===== src/pkg/pdwu_pkg.sv =====
/*
 * pdwu_pkg: constants, register map and state type of the power-down,
 * wake-up and supply monitor controller.
 * assumes a 200 MHz clock that keeps running while the core clock is gated.
 */
package pdwu_pkg;

    // ==========================================================
    // widths
    localparam int PORT_W = 8;
    localparam int IRQ_N  = 4;
    localparam int FLAG_N = IRQ_N + 1;
    localparam int SYNC_W = PORT_W + 2;
    localparam int CNT_W  = 12;
    localparam int ADDR_W = 12;

    // ==========================================================
    // timing
    localparam int CLOCK_PERIOD_PS          = 5000;
    localparam int MONITOR_SETTLE_TIME_NS   = 1000;
    localparam int MONITOR_IRQ_DELAY_NS     = 15000;
    localparam logic [CNT_W-1:0] SETTLE_CYCLES =
        CNT_W'((MONITOR_SETTLE_TIME_NS * 1000 + CLOCK_PERIOD_PS - 1) / CLOCK_PERIOD_PS);
    localparam logic [CNT_W-1:0] IRQ_DELAY_CYCLES =
        CNT_W'((MONITOR_IRQ_DELAY_NS * 1000 + CLOCK_PERIOD_PS - 1) / CLOCK_PERIOD_PS);
    localparam logic [CNT_W-1:0] CNT_ONE = 12'h001;

    // ==========================================================
    // register offsets
    localparam logic [ADDR_W-1:0] OFF_MON_CTRL   = 12'h000;
    localparam logic [ADDR_W-1:0] OFF_STATUS     = 12'h004;
    localparam logic [ADDR_W-1:0] OFF_WAKE_EN    = 12'h008;
    localparam logic [ADDR_W-1:0] OFF_WAKE_CAUSE = 12'h00c;

    // ==========================================================
    // fields
    localparam int MC_SEL_LSB   = 0;
    localparam int MC_SEL_W     = 3;
    localparam int MC_EN_BIT    = 4;
    localparam int MC_OUT_BIT   = 5;
    localparam int ST_PDF_BIT   = 0;
    localparam int ST_TO_BIT    = 1;
    localparam int ST_LVF_BIT   = 2;
    localparam int ST_SLEEP_BIT = 3;
    localparam int CAUSE_EXT    = 0;
    localparam int CAUSE_WDT    = 1;
    localparam int CAUSE_IRQ    = 2;
    localparam int CAUSE_PORT   = 3;
    localparam int CAUSE_W      = 4;
    localparam int SYNC_EXT     = PORT_W;
    localparam int SYNC_LOW     = PORT_W + 1;

    // ==========================================================
    // reset values
    localparam logic [MC_SEL_W-1:0] SEL_RESET   = 3'h0;
    localparam logic [SYNC_W-1:0]   SYNC_RESET  = 10'h1ff;
    localparam logic [PORT_W-1:0]   WAKE_EN_RESET = 8'h00;
    localparam logic [CAUSE_W-1:0]  CAUSE_RESET = 4'h0;

    typedef enum logic [2:0] {
        ST_RUN   = 3'b001,
        ST_SLEEP = 3'b010,
        ST_WAKE  = 3'b100
    } pdwu_state_t;

endpackage


===== src/hw/pdwu_ctrl.sv =====
/*
 * pdwu_ctrl: power-down entry, wake-up arbitration, status flags and the
 * digital side of the supply monitor, with an APB register slave.
 * assumes clock keeps running during sleep; the core clock is gated by
 * sys_clock_run. pins and the comparator output are asynchronous.
 */
// The register addresses and the APB slave port are this design's own decisions.
`timescale 1ns/1ps

module pdwu_ctrl
    import pdwu_pkg::*;
(
    input  wire logic                clock,
    input  wire logic                resetn,
    input  wire logic                psel,
    input  wire logic                penable,
    input  wire logic                pwrite,
    input  wire logic [ADDR_W-1:0]   paddr,
    input  wire logic [31:0]         pwdata,
    output logic      [31:0]         prdata,
    output logic                     pready,
    output logic                     pslverr,
    input  wire logic                halt_exec,
    input  wire logic                clr_wdt_exec,
    input  wire logic                ext_reset_n,
    input  wire logic [PORT_W-1:0]   port_a,
    input  wire logic [IRQ_N-1:0]    irq_flags,
    input  wire logic [FLAG_N-1:0]   irq_enable,
    input  wire logic                stack_full,
    input  wire logic                wdt_overflow,
    input  wire logic                wdt_enable,
    input  wire logic                wdt_from_sub,
    input  wire logic                low_supply_raw,
    output logic                     sys_clock_run,
    output logic                     cpu_halted,
    output logic                     hold_state,
    output logic                     wdt_clear,
    output logic                     wdt_run,
    output logic                     full_reset,
    output logic                     wdt_reset,
    output logic                     resume_next,
    output logic                     irq_vector,
    output logic                     monitor_on,
    output logic [MC_SEL_W-1:0]      threshold_select,
    output logic                     low_supply_irq_flag
);

    // ==========================================================
    // functions
    function automatic logic [SYNC_W-1:0] agree_filter(input logic [SYNC_W-1:0] s2,
                                                       input logic [SYNC_W-1:0] s3,
                                                       input logic [SYNC_W-1:0] old);
        agree_filter = (s2 & s3) | (old & (s2 | s3));
    endfunction

    function automatic logic [CNT_W-1:0] sat_inc(input logic [CNT_W-1:0] cnt,
                                                 input logic [CNT_W-1:0] top);
        sat_inc = (cnt == top) ? cnt : cnt + CNT_ONE;
    endfunction

    // ==========================================================
    // declarations
    pdwu_state_t         state_q;
    logic [SYNC_W-1:0]   sync1_q;
    logic [SYNC_W-1:0]   sync2_q;
    logic [SYNC_W-1:0]   sync3_q;
    logic [SYNC_W-1:0]   filt_q;
    logic [PORT_W-1:0]   port_prev_q;
    logic [FLAG_N-1:0]   flags_prev_q;
    logic [FLAG_N-1:0]   armed_q;
    logic [MC_SEL_W-1:0] sel_q;
    logic                mon_en_q;
    logic [CNT_W-1:0]    settle_cnt_q;
    logic [CNT_W-1:0]    delay_cnt_q;
    logic                out_flag_q;
    logic                lvf_q;
    logic                pdf_q;
    logic                to_q;
    logic [PORT_W-1:0]   wake_en_q;
    logic [CAUSE_W-1:0]  cause_q;
    logic [CAUSE_W-1:0]  cause_d;
    logic                vector_d;
    logic [31:0]         prdata_q;
    logic                pready_q;
    logic                pslverr_q;
    logic                sys_clock_run_q;
    logic                hold_state_q;
    logic                wdt_clear_q;
    logic                wdt_run_q;
    logic                full_reset_q;
    logic                wdt_reset_q;
    logic                resume_next_q;
    logic                irq_vector_q;
    logic                monitor_on_q;

    logic                setup;
    logic                wr_en;
    logic                addr_ok;
    logic                halt_ok;
    logic                settled;
    logic                lvf_set;
    logic [FLAG_N-1:0]   flags_now;
    logic [FLAG_N-1:0]   irq_rise;
    logic [PORT_W-1:0]   port_fall;
    logic                wake_any;

    // ==========================================================
    // pin synchroniser
    // three-stage sync, change taken when stages two and three agree
    always_ff @(posedge clock) begin
        if (!resetn) begin
            sync1_q <= SYNC_RESET;
            sync2_q <= SYNC_RESET;
            sync3_q <= SYNC_RESET;
            filt_q  <= SYNC_RESET;
        end else begin
            sync1_q <= {low_supply_raw, ext_reset_n, port_a};
            sync2_q <= sync1_q;
            sync3_q <= sync2_q;
            filt_q  <= agree_filter(sync2_q, sync3_q, filt_q);
        end
    end

    // ==========================================================
    // wake detection
    assign flags_now = {lvf_q, irq_flags};
    // rising flag wakes whatever the enable bits say
    assign irq_rise  = flags_now & ~flags_prev_q & armed_q;
    // enabled pins wake on a falling edge
    assign port_fall = port_prev_q & ~filt_q[PORT_W-1:0] & wake_en_q;
    assign wake_any  = !filt_q[SYNC_EXT] || wdt_overflow || (|irq_rise) || (|port_fall);
    // only the instruction strobe, only while running
    assign halt_ok   = halt_exec && (state_q == ST_RUN);

    always_ff @(posedge clock) begin
        if (!resetn) begin
            port_prev_q  <= SYNC_RESET[PORT_W-1:0];
            flags_prev_q <= '0;
            armed_q      <= '0;
        end else begin
            port_prev_q  <= filt_q[PORT_W-1:0];
            flags_prev_q <= flags_now;
            // a flag already high at entry is not armed
            // software presetting the low supply flag blocks its wake
            if (halt_ok) begin
                armed_q <= ~flags_now;
            end
        end
    end

    // wake priority: reset, watchdog, interrupt, port
    always_comb begin
        cause_d  = CAUSE_RESET;
        vector_d = 1'b0;
        if (!filt_q[SYNC_EXT]) begin
            cause_d[CAUSE_EXT] = 1'b1;
        end else if (wdt_overflow) begin
            cause_d[CAUSE_WDT] = 1'b1;
        end else if (|irq_rise) begin
            cause_d[CAUSE_IRQ] = 1'b1;
            // enabled and stack free vectors; otherwise resume
            vector_d = (|(irq_rise & irq_enable)) && !stack_full;
        end else begin
            cause_d[CAUSE_PORT] = 1'b1;
        end
    end

    // ==========================================================
    // power state machine
    always_ff @(posedge clock) begin
        if (!resetn) begin
            state_q <= ST_RUN;
            cause_q <= CAUSE_RESET;
        end else begin
            case (state_q)
                ST_RUN: begin
                    if (halt_ok) begin
                        state_q <= ST_SLEEP;
                    end
                end
                ST_SLEEP: begin
                    if (wake_any) begin
                        state_q <= ST_WAKE;
                        cause_q <= cause_d;
                    end
                end
                ST_WAKE: begin
                    state_q <= ST_RUN;
                end
                default: begin
                    state_q <= ST_RUN;
                end
            endcase
        end
    end

    // core clock gated from entry until wake; state held meanwhile
    always_ff @(posedge clock) begin
        if (!resetn) begin
            sys_clock_run_q <= 1'b1;
            hold_state_q    <= 1'b0;
        end else begin
            if (halt_ok) begin
                sys_clock_run_q <= 1'b0;
                hold_state_q    <= 1'b1;
            end else if (state_q == ST_SLEEP && wake_any) begin
                sys_clock_run_q <= 1'b1;
                hold_state_q    <= 1'b0;
            end
        end
    end

    // resume pulses are issued in the wake cycle, clock already restarted
    always_ff @(posedge clock) begin
        if (!resetn) begin
            full_reset_q  <= 1'b0;
            wdt_reset_q   <= 1'b0;
            resume_next_q <= 1'b0;
            irq_vector_q  <= 1'b0;
        end else begin
            full_reset_q  <= 1'b0;
            wdt_reset_q   <= 1'b0;
            resume_next_q <= 1'b0;
            irq_vector_q  <= 1'b0;
            if (state_q == ST_SLEEP && wake_any) begin
                full_reset_q  <= cause_d[CAUSE_EXT];
                // watchdog wake resets only PC and SP
                wdt_reset_q   <= cause_d[CAUSE_WDT];
                resume_next_q <= cause_d[CAUSE_PORT] || (cause_d[CAUSE_IRQ] && !vector_d);
                irq_vector_q  <= vector_d;
            end
        end
    end

    // ==========================================================
    // watchdog control
    always_ff @(posedge clock) begin
        if (!resetn) begin
            wdt_clear_q <= 1'b0;
            wdt_run_q   <= 1'b0;
        end else begin
            // clear on entry; run in sleep only from the sub clock
            wdt_clear_q <= halt_ok;
            if (halt_ok || state_q == ST_SLEEP) begin
                wdt_run_q <= wdt_enable && wdt_from_sub;
            end else begin
                wdt_run_q <= wdt_enable;
            end
        end
    end

    // ==========================================================
    // status flags
    always_ff @(posedge clock) begin
        if (!resetn) begin
            pdf_q <= 1'b0;
            to_q  <= 1'b0;
        end else begin
            // set by power-down wins over clear-watchdog
            if (halt_ok) begin
                pdf_q <= 1'b1;
            end else if (clr_wdt_exec) begin
                pdf_q <= 1'b0;
            end
            // timeout set wins over the clear at power-down
            if (wdt_overflow) begin
                to_q <= 1'b1;
            end else if (halt_ok) begin
                to_q <= 1'b0;
            end
        end
    end

    // ==========================================================
    // supply monitor
    assign settled = (settle_cnt_q == SETTLE_CYCLES);
    assign lvf_set = out_flag_q && (delay_cnt_q == IRQ_DELAY_CYCLES - CNT_ONE);

    always_ff @(posedge clock) begin
        if (!resetn) begin
            settle_cnt_q <= '0;
            delay_cnt_q  <= '0;
            out_flag_q   <= 1'b0;
            monitor_on_q <= 1'b0;
        end else begin
            // monitor follows its enable, sleeping or not
            monitor_on_q <= mon_en_q;
            // settle count; output masked until settled, so an early read gives 0
            if (!mon_en_q) begin
                settle_cnt_q <= '0;
            end else begin
                settle_cnt_q <= sat_inc(settle_cnt_q, SETTLE_CYCLES);
            end
            // flag high while supply below threshold
            out_flag_q <= mon_en_q && settled && filt_q[SYNC_LOW];
            // delay count of continuous low supply
            if (!out_flag_q) begin
                delay_cnt_q <= '0;
            end else begin
                delay_cnt_q <= sat_inc(delay_cnt_q, IRQ_DELAY_CYCLES);
            end
        end
    end

    // ==========================================================
    // apb slave
    assign setup   = psel && !penable;
    assign wr_en   = psel && penable && pready_q && pwrite && !pslverr_q;
    assign addr_ok = (paddr == OFF_MON_CTRL) || (paddr == OFF_STATUS) ||
                     (paddr == OFF_WAKE_EN) || (paddr == OFF_WAKE_CAUSE);

    always_ff @(posedge clock) begin
        if (!resetn) begin
            pready_q  <= 1'b0;
            pslverr_q <= 1'b0;
            prdata_q  <= '0;
        end else begin
            pready_q  <= setup;
            pslverr_q <= setup && !addr_ok;
            if (setup && !pwrite) begin
                prdata_q <= '0;
                case (paddr)
                    OFF_MON_CTRL: begin
                        prdata_q[MC_SEL_LSB +: MC_SEL_W] <= sel_q;
                        prdata_q[MC_EN_BIT]  <= mon_en_q;
                        prdata_q[MC_OUT_BIT] <= out_flag_q;
                    end
                    OFF_STATUS: begin
                        prdata_q[ST_PDF_BIT]   <= pdf_q;
                        prdata_q[ST_TO_BIT]    <= to_q;
                        prdata_q[ST_LVF_BIT]   <= lvf_q;
                        prdata_q[ST_SLEEP_BIT] <= hold_state_q;
                    end
                    OFF_WAKE_EN: begin
                        prdata_q[PORT_W-1:0] <= wake_en_q;
                    end
                    OFF_WAKE_CAUSE: begin
                        prdata_q[CAUSE_W-1:0] <= cause_q;
                    end
                    default: begin
                        prdata_q <= '0;
                    end
                endcase
            end
        end
    end

    // software registers
    always_ff @(posedge clock) begin
        if (!resetn) begin
            sel_q     <= SEL_RESET;
            mon_en_q  <= 1'b0;
            wake_en_q <= WAKE_EN_RESET;
        end else if (wr_en) begin
            if (paddr == OFF_MON_CTRL) begin
                sel_q    <= pwdata[MC_SEL_LSB +: MC_SEL_W];
                mon_en_q <= pwdata[MC_EN_BIT];
            end
            if (paddr == OFF_WAKE_EN) begin
                wake_en_q <= pwdata[PORT_W-1:0];
            end
        end
    end

    // low supply irq flag: hardware set wins over a software write
    always_ff @(posedge clock) begin
        if (!resetn) begin
            lvf_q <= 1'b0;
        end else begin
            // raised after the delay; only software lowers it
            if (lvf_set) begin
                lvf_q <= 1'b1;
            end else if (wr_en && paddr == OFF_STATUS) begin
                lvf_q <= pwdata[ST_LVF_BIT];
            end
        end
    end

    // ==========================================================
    // outputs
    assign prdata              = prdata_q;
    assign pready              = pready_q;
    assign pslverr             = pslverr_q;
    assign sys_clock_run       = sys_clock_run_q;
    assign cpu_halted          = hold_state_q;
    assign hold_state          = hold_state_q;
    assign wdt_clear           = wdt_clear_q;
    assign wdt_run             = wdt_run_q;
    assign full_reset          = full_reset_q;
    assign wdt_reset           = wdt_reset_q;
    assign resume_next         = resume_next_q;
    assign irq_vector          = irq_vector_q;
    assign monitor_on          = monitor_on_q;
    assign threshold_select    = sel_q;
    assign low_supply_irq_flag = lvf_q;

endmodule // pdwu_ctrl


===== config.mk =====
export PLATFORM = sky130hd
export DESIGN_NAME = pdwu_ctrl
export DESIGN_NICKNAME = d
export VERILOG_FILES = /design/src/pkg/pdwu_pkg.sv /design/src/hw/pdwu_ctrl.sv
export SDC_FILE = /design/constraint.sdc
export NUM_CORES = 1
export LEC_CHECK = 0
export BUFFER_PORTS_ARGS = -buffer_cell sky130_fd_sc_hd__buf_2
export CAP_MARGIN = 20
export CORE_MARGIN = 5
export CORE_UTILIZATION = 56
export DETAILED_ROUTE_END_ITERATION = 16
export PLACE_DENSITY = 0.84
export SLEW_MARGIN = 20
export SYNTH_ARGS = -nofsm -noshare
export SYNTH_HDL_FRONTEND = slang
export SYNTH_SLANG_ARGS = --single-unit

===== constraint.sdc =====
create_clock -name clock -period 4.5 [get_ports clock]
set_input_delay 0.675 -clock clock [delete_from_list [all_inputs] [get_ports clock]]
set_output_delay 0.675 -clock clock [all_outputs]
set_load 0.01 [all_outputs]

### Word-level counts from Yosys, hierarchy flattened

Index checks and enable logic that the tools add are counted.

| word-level totals | value |
|---|---|
| register bits | 124 |
| bits in writable memories | 0 |
| logic and storage cells | 127 |
| latch bits | 0 |
| bits of input ports | 74 |
| ROM bits | 0 |
| memories | 0 |

| operators by class | value |
|---|---|
| shift-type cells | 0 |
| bitwise operators | 12 |
| reductions and logical operators | 46 |
| mux-type cells | 27 |
| multipliers | 0 |
| $add $sub $neg | 2 |
| order comparisons | 0 |
| eq/ne operators | 10 |
| divide/modulo/power cells | 0 |

Operator list:

| kind | count |
|---|---|
| $add 12x1->12 const B | 2 |
| $eq 12x12->1 const B | 2 |
| $eq 12x4->1 const B | 2 |
| $and 10x10->10 | 2 |
| $or 10x10->10 | 2 |
| $mux 1 | 18 |
| $and 8x8->8 | 2 |
| $logic_and 1x1->1 | 16 |
| $and 5x5->5 | 3 |
| $reduce_and 2->1 | 7 |
| $eq 12x3->1 const B | 1 |
| $eq 12x8->1 const B | 1 |
| $logic_not 12->1 | 1 |
| $pmux 3 s4 | 1 |
| $not 5->5 | 2 |
| $reduce_or 5->1 | 2 |
| $mux 3 | 3 |
| $logic_or 1x1->1 | 8 |
| $not 8->8 | 1 |
| $reduce_bool 2->1 | 4 |
| $reduce_or 8->1 | 1 |
| $logic_not 1->1 | 7 |
| $pmux 3 s2 | 1 |
| $mux 2 | 2 |
| 5 further kinds | 6 |

### Logic depth before layout (Yosys ltp)

| logic depth | value |
|---|---|
| word-level depth | 12 |
| depth in mapped cells | 7 |
| gate-level depth less buffers | 7 |

### Worst setup path before layout

OpenSTA, ideal clock, no wires.

| timing path | value |
|---|---|
| kind | input to register |
| start point | in irq_flags[2] |
| end point | reg sys_clock_run_q, in the netlist sys_clock_run |
| arrival | 2.129 ns |
| data required time | 4.380 ns |
| library setup time | 0.120 ns |
| slack | 2.251 ns |
| buffers on the path | 0 |
| cell stages on the path | 5 |
| cell sequence | and3b_1 -> or4_1 -> nor3b_2 -> a311oi_2 -> o31a_1 |

| between the ends | value |
|---|---|
| word-level cells in the longest chain between the ends | 7 |

RTL lines:

| element | line | source |
|---|---|---|
| start, declared | pdwu_ctrl.sv:27 | `input wire logic [IRQ_N-1:0] irq_flags,` |
| $and 5x5->5 (2 in series) | pdwu_ctrl.sv:128 | `assign irq_rise = flags_now & ~flags_prev_q & armed_q;` |
| $reduce_or 5->1 | pdwu_ctrl.sv:131 | `assign wake_any = !filt_q[SYNC_EXT] \|\| wdt_overflow \|\| (\|irq_rise) \|\| (\|port_fall);` |
| $logic_or 1x1->1 (2 in series) | pdwu_ctrl.sv:131 |  |
| $logic_and 1x1->1 | pdwu_ctrl.sv:206 | `end else if (state_q == ST_SLEEP && wake_any) begin` |
| $reduce_bool 2->1 (no source line) | n/a |  |
| end signal, assigned | pdwu_ctrl.sv:200 | `sys_clock_run_q <= 1'b1;` |
| end signal, assigned | pdwu_ctrl.sv:204 | `sys_clock_run_q <= 1'b0;` |
| end signal, assigned | pdwu_ctrl.sv:207 | `sys_clock_run_q <= 1'b1;` |
| end, declared | pdwu_ctrl.sv:86 | `logic sys_clock_run_q;` |

No other way between the ends.
A chain may end at the register's enable or synchronous reset.

### Final worst setup path

| timing path | value |
|---|---|
| start point | reg settle_cnt_q[9] |
| end point | reg settle_cnt_q[1] |

| between the ends | value |
|---|---|
| word-level cells in the longest chain between the ends | 1 |

RTL lines:

| element | line | source |
|---|---|---|
| start, declared | pdwu_ctrl.sv:73 | `logic [CNT_W-1:0] settle_cnt_q;` |
| start signal, assigned | pdwu_ctrl.sv:292 | `settle_cnt_q <= sat_inc(settle_cnt_q, SETTLE_CYCLES);` |
| $eq 12x8->1 | pdwu_ctrl.sv:58 | `sat_inc = (cnt == top) ? cnt : cnt + CNT_ONE;` |

No other way between the ends.

==> out/summary.txt <==
status = complete, no violations
postcts setup bufs = 0
Rel. slew slack = 0.519
post-CTS sizing = 0
Placed Area = 5080 sq um
Max Slew Vio Count = 0
final wirelength = 9.44 mm
Core Util, Final = 0.693
Root Buffer = clkbuf_8
# fillers = 616
std cell rows = 33
Placed Cells = 654
largest net degree at the start of global routing = 45
htree depth = 4
GRT Total Usage = 0.190
Syn Std Cell Area = 4740 sq um
DIE WIDTH = 102 microns
Starting Density = 0.577
Final Instance Count excl. Fillers = 684
sequential share of the synthesized area = 0.524
Vias/cell = 5.12
Clock Latency Late Sink = 0.50 ns
EDFF count, synth = 0
Crit path depth = 5
hold buffer count at CTS = 0
vias in the first global route = 3488
crit path capture type = register
CP max-delay cell = or4_1
crit-path leading delay family = simple AND/OR/NAND/NOR gates
critical path class = register to register
Tightest Pin Transition = 0.718 ns
IO Port Bufs = 73
CTS tree = built
# IOs = 122
ANT cells = 0
total gr overflow = 0
most frequent cells in the layout = 124 x dfxtp_1, 73 x buf_2, 63 x nor2_1
Die Ht = 102 microns
CTS Sinks = 124
startpoint types = register
DP Wirelength = 6.60 mm
Cell variety after synth = 49
cell count after synthesis = 494
wire per inst = 13.8 microns
tightest hold margin = 0.350 ns
Fmax = 455 MHz
Num CTS Buffers = 17
RSZ-0062 raised after global routing = no
Reg area = 2480 sq um
Max stage delay on crit path = 0.52 ns
crit path buf inv count = 0
Min-Delay Path Class = input pin to register
Synth warnings = 0
clock tree buffer depth = 2
P_leak = 2.29 nW
CP max FO = 5
initial DRC count = 177
Final Critical Period = 2.20 ns
gpl congestion = 0.774
Worst-path clk slew = 0.05 ns
crit share post-route = 0.488
die area = 10400 sq um
setup_tns = 0 ns
via count = 3501
commonest non-fill, non-tap cell in the layout = dfxtp_1
design area = 5700 sq um
hold path depth = 2
crit path DAT = 2.58 ns
Multi-input gate area = 2060 sq um
Post-DRT Antenna Nets = 0
final net count = 646
Hold Fails Final Rpt = 0
number of synthesized register bits = 124
DRC = 0
Final setup violation count = 0
WP data required = 4.88 ns
Peak VDD IR = 0.268 mV
syn_area_per_cell = 9.59 sq um
Fin Clk Skew = 0.00594 ns
asr flop ratio synth = 0
R2R cell count = 5
Layout area overhead = 20.2%
global-route wire length before repair = 15.6 mm
initial antenna violation count = 0
Max Cap Viol = 0
top_reg_cell synth = dfxtp_1
worst path cell trace = or4_1 -> or4_4 -> nor4b_4 -> mux2i_1 -> nor2_1
core area = 8220 sq um
DRT Pass-1 Iters = 4
share of cells above drive strength 1 = 0.192
Pwr per Cell Area = 459 nW/um^2
-- cell usage after synthesis, drive strengths merged, types with 9 or more instances --
library cell,count,share of area
nor2,63,0.050
and2,10,0.013
nand2b,40,0.053
mux2i,18,0.038
buf,27,0.041
xor2,12,0.022
clkbuf,15,0.012
nand2,30,0.024
nor3b,9,0.015
a21oi,29,0.031
inv,11,0.0087
o21ai,20,0.021
nand3,11,0.012
dfxtp,124,0.52
-- stage by stage --
| stage | total power, W | setup slack, ns |
|---|---|---|
| floorplan | 0.00123 | 2.25 |
| global placement | 0.00126 | 1.60 |
| detailed placement | 0.00126 | 1.51 |
| CTS | 0.00263 | 2.02 |
| global route | 0.00270 | 2.14 |
| finish | 0.00261 | 2.30 |
-- metal layers --
metal | part of all wire | vias up | GRT usage
met5 | 0 | - | 0
met4 | 0.017 | 0 | 0.0696
met3 | 0.066 | 15 | 0.0567
met2 | 0.51 | 91 | 0.328
met1 | 0.41 | 1629 | 0.223
li1 | - | 1766 | -
-- state kept, by name, indices dropped and copies added (netlist names), 3 cells and up --
signal / flops
threshold_select: 3
cause_q: 4
wake_en_q: 8
sync2_q: 10
flags_prev_q: 5
prdata: 8
filt_q: 10
delay_cnt_q: 12
state_q: 3
settle_cnt_q: 12
port_prev_q: 8
armed_q: 5
sync1_q: 10
sync3_q: 10
-- worst reg2reg max path, stage by stage, from the launching register on --
cell     delay [ns]
dfxtp_1        0.34
or4_1          0.52
or4_4          0.51
nor4b_4        0.39
mux2i_1        0.25
nor2_1         0.06
-- final cells by class --
cell class                 count  area share
clock inverter                 7      0.0242
sequential                   124       0.436
timing repair buffer          74      0.0655
tap                          105      0.0231
inverter                      12     0.00791
clock buffer                  23      0.0819
multi-input combinational    339       0.362
-- cell families (layout without fill, tap and decap cells) --
kind of cell	count (synthesis)	in the layout	share of synthesized area
simple gates	209	209	0.239
buf+inv	54	116	0.0628
xor+xnor	17	17	0.0314
flops	124	124	0.524
fa+ha+maj	4	4	0.0106
compound gates	63	63	0.0766
mux	22	22	0.0546
other cells	1	24	0.000791
-- path summary, 6_finish.rpt --
| kind | startpoint | endpoint | slack [ns] |
|---|---|---|---|
| setup / recovery | settle_cnt_q[9]$_SDFFE_PN0P_ | settle_cnt_q[1]$_SDFFE_PN0P_ | 2.30 |
| hold / removal | port_a[5] | sync1_q[5]$_SDFF_PN1_ | 0.35 |
| setup reg to reg | settle_cnt_q[9]$_SDFFE_PN0P_ | settle_cnt_q[1]$_SDFFE_PN0P_ | 2.30 |
| hold reg to reg | sync1_q[0]$_SDFF_PN1_ | sync2_q[0]$_SDFF_PN1_ | 0.40 |
-- report_power, final --
part	leakage (nW)	switching [W]	internal, W
Sequential	1.01	0.0000110	0.00112
Combinational	0.986	0.0000601	0.0000425
Clock	0.294	0.000442	0.000935
Note: power is estimated with default switching activity, not from simulation.
